[config.mk]
export PLATFORM = sky130hd
export DESIGN_NAME = quasi_bidir_port_driver_ctrl
export DESIGN_NICKNAME = d
export VERILOG_FILES = /design/src/rtl/qbport_pkg.sv /design/src/rtl/quasi_bidir_port_driver_ctrl.sv
export SDC_FILE = /design/constraint.sdc
export NUM_CORES = 1
export LEC_CHECK = 0
export BUFFER_PORTS_ARGS = -buffer_cell sky130_fd_sc_hd__buf_2
export CAP_MARGIN = 10
export CORE_MARGIN = 4
export CORE_UTILIZATION = 54
export DETAILED_ROUTE_END_ITERATION = 10
export GPL_TIMING_DRIVEN = 0
export MAX_ROUTING_LAYER = met4
export PLACE_DENSITY = 0.79
export SLEW_MARGIN = 5
export SYNTH_ARGS = -nofsm -noshare
export SYNTH_HDL_FRONTEND = slang
export SYNTH_SLANG_ARGS = --single-unit
[constraint.sdc]
create_clock -name sysClk -period 2.7 [get_ports sysClk]
set_clock_uncertainty 0.15 [all_clocks]
set_input_delay 0.405 -clock sysClk [delete_from_list [all_inputs] [get_ports sysClk]]
set_output_delay 0.405 -clock sysClk [all_outputs]
set_load 0.03 [all_outputs]
[src/rtl/qbport_pkg.sv]
// Purpose: shared constants and carriers for the quasi-bidirectional port block
// Assumes: six 8-bit ports, index 0 is the open-drain bus port
// Notes: phase enables come from the cpu timing generator
package qbport_pkg;
  localparam int PortCount = 6;
  localparam int PortWidth = 8;
  localparam int BusPort = 0;
  localparam int AddrHighPort = 2;
  localparam logic [7:0] LatchResetValue = 8'hff;
  localparam logic [7:0] AllOnes = 8'hff;
  localparam logic [2:0] PortSelWidthMax = 3'h5;
  // boost length in oscillator periods
  localparam int BoostPeriods = 2;
  localparam logic [1:0] BoostCount = 2'(BoostPeriods);

  // cpu strobes toward the port block
  typedef struct packed {
    logic [PortCount-1:0] writeLatch;
    logic [PortCount-1:0] readLatch;
    logic [PortCount-1:0] readPin;
  } cpu_strobe_s;

  // per-pin drive enables toward the pads
  typedef struct packed {
    logic [PortWidth-1:0] strongPulldown;
    logic [PortWidth-1:0] weakPullup;
    logic [PortWidth-1:0] boostPullup;
    logic [PortWidth-1:0] keeperPullup;
  } drive_en_s;

  // pin drive state, one-hot
  typedef enum logic [3:0] {
    input_low_state = 4'h1,
    steady_high_state = 4'h2,
    boosted_high_state = 4'h4,
    drive_low_state = 4'h8
  } pin_state_e;
endpackage

[src/rtl/quasi_bidir_port_driver_ctrl.sv]
// Purpose: latches, read paths and driver enables for six 8-bit I/O ports
// Assumes: one 10 MHz clock, phaseOneEn marks the P1 of each state,
//          stateOneEn marks state 1 of each machine cycle
// Notes: alternate functions and the analog input port are not covered
`timescale 1ns/1ps

module quasi_bidir_port_driver_ctrl #(
  parameter int Ports = qbport_pkg::PortCount,
  parameter int Width = qbport_pkg::PortWidth,
  parameter bit SecondVariant = 1'b1
) (
  input wire logic sysClk,
  input wire logic reset,
  input wire logic phaseOneEn,
  input wire logic stateOneEn,
  input wire qbport_pkg::cpu_strobe_s cpuStrobe,
  input wire logic [Width-1:0] writeData,
  output logic [Width-1:0] readData,
  input wire logic [Ports*Width-1:0] pinLevelAsync,
  input wire logic external_access_select,
  input wire logic wideAddress,
  input wire logic [Width-1:0] busLowByte,
  input wire logic [Width-1:0] busHighByte,
  input wire logic busLowDriveOnes,
  output logic [Ports*Width-1:0] strong_pulldown,
  output logic [Ports*Width-1:0] weak_pullup,
  output logic [Ports*Width-1:0] boost_pullup,
  output logic [Ports*Width-1:0] keeper_pullup
);

  logic [Width-1:0] latch_q [Ports];
  logic [Width-1:0] outBuf_q [Ports];
  logic [Width-1:0] prevBuf_q [Ports];
  logic [Width-1:0] boost_q [Ports];
  logic [1:0] boostCnt_q [Ports];
  logic [Ports*Width-1:0] pinMeta_q;
  logic [Ports*Width-1:0] pinSync_q;
  logic [Width-1:0] readData_d;
  logic [Ports*Width-1:0] drive_d;
  logic [Ports*Width-1:0] boostLive_d;
  logic [Ports*Width-1:0] pd_d;
  logic [Ports*Width-1:0] wk_d;
  logic [Ports*Width-1:0] bo_d;
  logic [Ports*Width-1:0] kp_d;
  logic busMode_q;

  // select one byte of a flat per-port vector
  function automatic logic [Width-1:0] portByte(input logic [Ports*Width-1:0] v,
                                                input int p);
    portByte = v[p*Width +: Width];
  endfunction

  // true for the open-drain port that carries the low bus byte
  function automatic logic isBusLow(input int p);
    isBusLow = (p == qbport_pkg::BusPort);
  endfunction

  // true while the high address byte owns port two
  function automatic logic isBusHigh(input int p,
                                     input logic bus,
                                     input logic wide);
    isBusHigh = (p == qbport_pkg::AddrHighPort) && bus && wide;
  endfunction

  // weak pullups after reset: every quasi port, never port zero
  function automatic logic [Ports*Width-1:0] weakResetPattern();
    weakResetPattern = '1;
    weakResetPattern[qbport_pkg::BusPort*Width +: Width] = '0;
  endfunction

  // two-flop synchroniser for pin levels
  always_ff @(posedge sysClk) begin
    pinMeta_q <= pinLevelAsync;
    pinSync_q <= pinMeta_q;
  end

  // external bus ownership registered on phase one
  always_ff @(posedge sysClk) begin
    if (reset) begin
      busMode_q <= 1'b0;
    end else if (phaseOneEn) begin
      busMode_q <= external_access_select;
    end
  end

  // port latches: cpu writes, bus mode fills port zero
  always_ff @(posedge sysClk) begin
    for (int p = 0; p < Ports; p++) begin
      if (reset) begin
        latch_q[p] <= qbport_pkg::LatchResetValue;
      end else if (busMode_q && p == qbport_pkg::BusPort) begin
        latch_q[p] <= qbport_pkg::AllOnes;
      end else if (cpuStrobe.writeLatch[p]) begin
        latch_q[p] <= writeData;
      end
    end
  end

  // output buffers sample the latch only in phase one
  always_ff @(posedge sysClk) begin
    for (int p = 0; p < Ports; p++) begin
      if (reset) begin
        outBuf_q[p] <= qbport_pkg::LatchResetValue;
        prevBuf_q[p] <= qbport_pkg::LatchResetValue;
      end else if (phaseOneEn) begin
        prevBuf_q[p] <= outBuf_q[p];
        outBuf_q[p] <= latch_q[p];
      end
    end
  end

  // boost timing: zero-to-one edge seen by the buffer
  always_ff @(posedge sysClk) begin
    for (int p = 0; p < Ports; p++) begin
      if (reset) begin
        boost_q[p] <= '0;
        boostCnt_q[p] <= '0;
      end else if (phaseOneEn && (latch_q[p] & ~outBuf_q[p]) != '0) begin
        boost_q[p] <= latch_q[p] & ~outBuf_q[p];
        boostCnt_q[p] <= qbport_pkg::BoostCount;
      end else if (boostCnt_q[p] != '0) begin
        boostCnt_q[p] <= boostCnt_q[p] - 2'h1;
        if (boostCnt_q[p] == 2'h1) begin
          boost_q[p] <= '0;
        end
      end
    end
  end

  // level driven toward each pad: buffered latch or bus byte
  always_comb begin
    drive_d = '0;
    for (int p = 0; p < Ports; p++) begin
      if (isBusLow(p) && busMode_q) begin
        drive_d[p*Width +: Width] = busLowByte;
      end else if (isBusHigh(p, busMode_q, wideAddress)) begin
        drive_d[p*Width +: Width] = busHighByte;
      end else begin
        drive_d[p*Width +: Width] = outBuf_q[p];
      end
    end
  end

  // bits still inside their two-period boost window
  always_comb begin
    boostLive_d = '0;
    for (int p = 0; p < Ports; p++) begin
      if (boostCnt_q[p] != '0) begin
        boostLive_d[p*Width +: Width] = boost_q[p];
      end
    end
  end

  // pulldown wherever a zero is driven, port zero included
  always_comb begin
    pd_d = ~drive_d;
  end

  // boost: bus ones on port zero, wide address on two, else edge window
  always_comb begin
    bo_d = '0;
    for (int p = 0; p < Ports; p++) begin
      if (isBusLow(p)) begin
        if (busMode_q && busLowDriveOnes) begin
          bo_d[p*Width +: Width] = drive_d[p*Width +: Width];
        end
      end else if (isBusHigh(p, busMode_q, wideAddress)) begin
        bo_d[p*Width +: Width] = drive_d[p*Width +: Width];
      end else begin
        bo_d[p*Width +: Width] = boostLive_d[p*Width +: Width]
                                 & drive_d[p*Width +: Width];
      end
    end
  end

  // weak pullup: never on port zero nor on a wide-address port two
  always_comb begin
    wk_d = '0;
    for (int p = 0; p < Ports; p++) begin
      if (!isBusLow(p) && !isBusHigh(p, busMode_q, wideAddress)) begin
        if (SecondVariant) begin
          wk_d[p*Width +: Width] = drive_d[p*Width +: Width];
        end else begin
          wk_d[p*Width +: Width] = '1;
        end
      end
    end
  end

  // keeper: buffered latch one and synchronised pin seen high
  always_comb begin
    kp_d = '0;
    for (int p = 0; p < Ports; p++) begin
      if (SecondVariant && !isBusLow(p) && !isBusHigh(p, busMode_q, wideAddress)) begin
        kp_d[p*Width +: Width] = drive_d[p*Width +: Width]
                                 & portByte(pinSync_q, p);
      end
    end
  end

  // registered pulldown enables
  always_ff @(posedge sysClk) begin
    if (reset) begin
      strong_pulldown <= '0;
    end else begin
      strong_pulldown <= pd_d;
    end
  end

  // registered weak pullups, port zero kept off in reset too
  always_ff @(posedge sysClk) begin
    if (reset) begin
      weak_pullup <= weakResetPattern();
    end else begin
      weak_pullup <= wk_d;
    end
  end

  // registered boost enables
  always_ff @(posedge sysClk) begin
    if (reset) begin
      boost_pullup <= '0;
    end else begin
      boost_pullup <= bo_d;
    end
  end

  // registered keeper enables, off through reset
  always_ff @(posedge sysClk) begin
    if (reset) begin
      keeper_pullup <= '0;
    end else begin
      keeper_pullup <= kp_d;
    end
  end

  // read mux: highest strobed port wins, latch strobe over pin strobe within a port
  always_comb begin
    readData_d = '0;
    for (int p = 0; p < Ports; p++) begin
      if (cpuStrobe.readLatch[p]) begin
        readData_d = latch_q[p];
      end else if (cpuStrobe.readPin[p]) begin
        readData_d = portByte(pinSync_q, p);
      end
    end
  end

  // registered read data
  always_ff @(posedge sysClk) begin
    if (reset) begin
      readData <= '0;
    end else begin
      readData <= readData_d;
    end
  end
endmodule

==> summary.txt <==
Timing
  – Tcrit/Tclk final: 0.8571
  – Worst-margin pin slew: 0.9532 ns
  – RSZ-0062 raised after global routing: false
  – Endpoints failing setup: 0
  – Slew Limit Headroom: 0.3631
  – Hold WS: 0.04990 ns
  – Fmax achieved: 432.1 MHz
  – Max-slew violation total from the final report: 0
  – Post-layout min period: 2.314 ns
  – Final hold viol count: 0
  – Setup ws final: 0.3860 ns

Die
  – Starting density of the core: 0.5538
  – Core Footprint: 0.02547 mm²
  – Ports: 297
  – Die Y: 169.6 µm
  – Die footprint: 0.02877 mm²
  – Die Wd: 169.6 µm
  – Num rows: 58

Detailed routing
  – Post-Route WL: 38,320 µm
  – Iter 0 DRT Violations: 807
  – DRC: 0
  – Detailed-router iteration count before antenna repair: 5
  – Remaining antenna violation count after routing: 0
  – Total number of vias: 9,987
  – WL per Instance: 19.99 µm
  – DR vias/cell: 5.210

Global routing
  – Initial antenna violation count: 8
  – Total gr overflow: 0
  – Vias in the first global route: 10,060
  – First-pass GRT wire length: 57,290 µm
  – GRT Total Usage: 0.2684
  – Largest net degree at the start of global routing: 49

Outcome
  – Outcome: completed

Critical path
  – Slowest cell delay on critical path: 0.74 ns
  – Worst-path maximum fanout: 48
  – R2r setup slk: 0.50 ns
  – Reg2Reg Depth: 4
  – Worst Setup SP: reset
  – Bufs and invs on worst path: 3
  – Critical Path RT: 2.71 ns
  – Setup CP Type: primary input to flip-flop
  – CP Data Arrival Time: 2.32 ns
  – Terminus of the critical flop-to-flop path: boost_q[0][10]
  – Most used cell, CP: buf_2
  – Worst setup SP type: primary input
  – Crit path to: outBuf_q[3][0]
  – CP endpoint kind: flip-flop
  – Slowest stage cell, crit path: or2_4
  – Delay-heaviest family, CP: buffers and inverters
  – WP depth: 4
  – RR Startpoint: outBuf_q[1][0]
  – CP Cell Sequence: buf_2, buf_2, clkbuf_1, or2_4

Clocking
  – Num Clock Sinks: 427
  – Clock insertion delay at the later pin of the skew report: 0.53 ns
  – Max Buffers Root-to-Sink: 3
  – CTS Buf Count: 41
  – Root Driver: clkbuf_16
  – CTS H-tree depth: 2
  – TritonCTS clock tree: done
  – Worst-path clk slew: 0.06 ns

Layout
  – Share of cells above drive strength 1: 0.2711
  – Synthesis-to-finish area growth: 27.27%
  – Commonest non-fill, non-tap cell in the layout: buf_2
  – Nets: 1,655
  – Most frequent cells in the layout: buf_2 (289), dfxtp_1 (281), edfxtp_1 (146)
  – Final Cell Area: 0.01795 mm²

Hold path
  – Min-delay src: external_access_select
  – Hold WC Path Type: primary input to flip-flop

Synth
  – FF+latch count, synth: 427
  – Synth Warn #: 0
  – Synth top area cells: dfxtp_1 (40%), edfxtp_1 (31%), nand2b_1 (5.5%)
  – Post-synth EDFFs: 146
  – Mean Syn Cell Area: 12.20 µm²
  – Sequential fraction of the synthesis area: 0.7095
  – Commonest register cell after synthesis: dfxtp_1
  – Gate Count Post-Synth: 1,156
  – Area share of the largest cell type after synthesis: 0.3988
  – Cell variety after synth: 45
  – Ys async rst share: 0
  – Largest area contributor in the netlist: dfxtp_1
  – Mapped Area: 0.01411 mm²

Place
  – Pre-CTS WS: -0.4408 ns
  – # port buffers: 270
  – DP Area: 0.01593 mm²
  – Detailed placement HPWL: 26,800 µm
  – Gpl congestion: 0.9468

Job
  – Max_cap viols: 0

Power
  – Worst vdd ir: 0.0006445 V
  – Power Density: 831.0 mW/mm²
  – Leak: 0.007879 µW
  – Power consumption: 14,920 µW
==> per-layer routing <==
layer | part of all wire | track usage | vias to the layer above
met3 | 0.089 | 0.04938 | 87
met4 | 0.035 | 0.09765 | 0
met2 | 0.47 | 0.4255 | 519
met5 | 0 | - | -
met1 | 0.40 | 0.3485 | 4743
li1 | - | - | 4638
==> cells in the mapped netlist (2+ instances only) <==
library cell / number
a211oi_1: 11
a21o_1: 8
a21oi_1: 57
a221o_1: 6
a32oi_1: 8
and2_1: 3
and3_1: 40
buf_1: 2
buf_2: 19
buf_4: 16
buf_6: 2
clkbuf_1: 26
dfxtp_1: 281
edfxtp_1: 146
ha_1: 10
inv_1: 63
mux2i_1: 2
nand2_1: 78
nand2b_1: 123
nand3b_1: 12
nand4_1: 8
nor2_1: 94
nor2b_1: 25
nor3_2: 5
nor3_4: 2
nor3b_1: 23
nor4b_1: 5
o211ai_1: 7
o21ai_0: 5
o21ai_1: 7
or2_2: 44
or3_1: 2
or3b_2: 4
==> worst min path at each step <==
stage	to	slack [ns]	cells past startpoint
4_1_cts	busMode_q	0.04	3
6_report	busMode_q	0.05	3
2_1_floorplan	pinSync_q[0]	0.16	0
5_1_grt	busMode_q	0.05	3
3_5_place_dp	pinSync_q[16]	0.16	0
3_3_place_gp	pinSync_q[14]	0.16	0
==> report_power, final <==
| group | switching (µW) | internal, µW |
|---|---|---|
| Combinational | 1140 | 606 |
| Sequential | 234 | 7230 |
| Clock | 2340 | 3370 |
==> area by class of cell <==
class | instances | area (µm²)
clock buffer | 60 | 1231
buffer | 65 | 342.8
fill | 1717 | 7517
multi-input combinational | 616 | 3577
antenna | 8 | 20.02
sequential | 427 | 10010
clock inverter | 14 | 132.6
timing repair buffer | 334 | 1992
tap | 330 | 412.9
inverter | 63 | 236.5
==> registers in the layout (all words and copies together), names as in the netlist <==
name	count
keeper_pullup	40
boost_q	40
latch_q	48
boostCnt_q	10
outBuf_q	48
readData	8
busMode_q	1
weak_pullup	40
boost_pullup	48
pinMeta_q	48
strong_pulldown	48
pinSync_q	48
==> worst register-to-register path, stage by stage, from the launching register on <==
cell	delay, ns
edfxtp_1	0.46
nand2b_1	0.18
o2111ai_1	0.12
o21ai_0	0.39
or3b_2	0.61
==> stage by stage <==
stage | TNS [ns] | util | instances
6_report | 0 | 0.7049 | 1917
5_1_grt | 0 | 0.7049 | 1917
4_1_cts | 0 | 0.7040 | 1909
3_5_place_dp | -20.99 | 0.6253 | 1771
3_3_place_gp | -21.80 | 0.6253 | 1771
2_1_floorplan | 0 | - | 1171
==> cells by family (layout without fill, tap and decap cells) <==
logic type / count (synthesis) / count (layout) / synth area share
mux: 2 / 2 / 0.001419
simple gates: 473 / 473 / 0.1872
flops: 427 / 427 / 0.7095
buf+inv: 128 / 536 / 0.04106
fa+ha+maj: 10 / 10 / 0.008869
other cells: 1 / 24 / 0.0002658
compound gates: 115 / 115 / 0.05162
==> repair_timing <==
item                                    CTS  global route
endpoints found under the hold margin    76             0
buffers inserted                          0             0
hold buffers                             64             0
gates resized for setup                   0             1
endpoints found under the setup margin    0            18
Note: power is estimated with default switching activity, not from simulation.
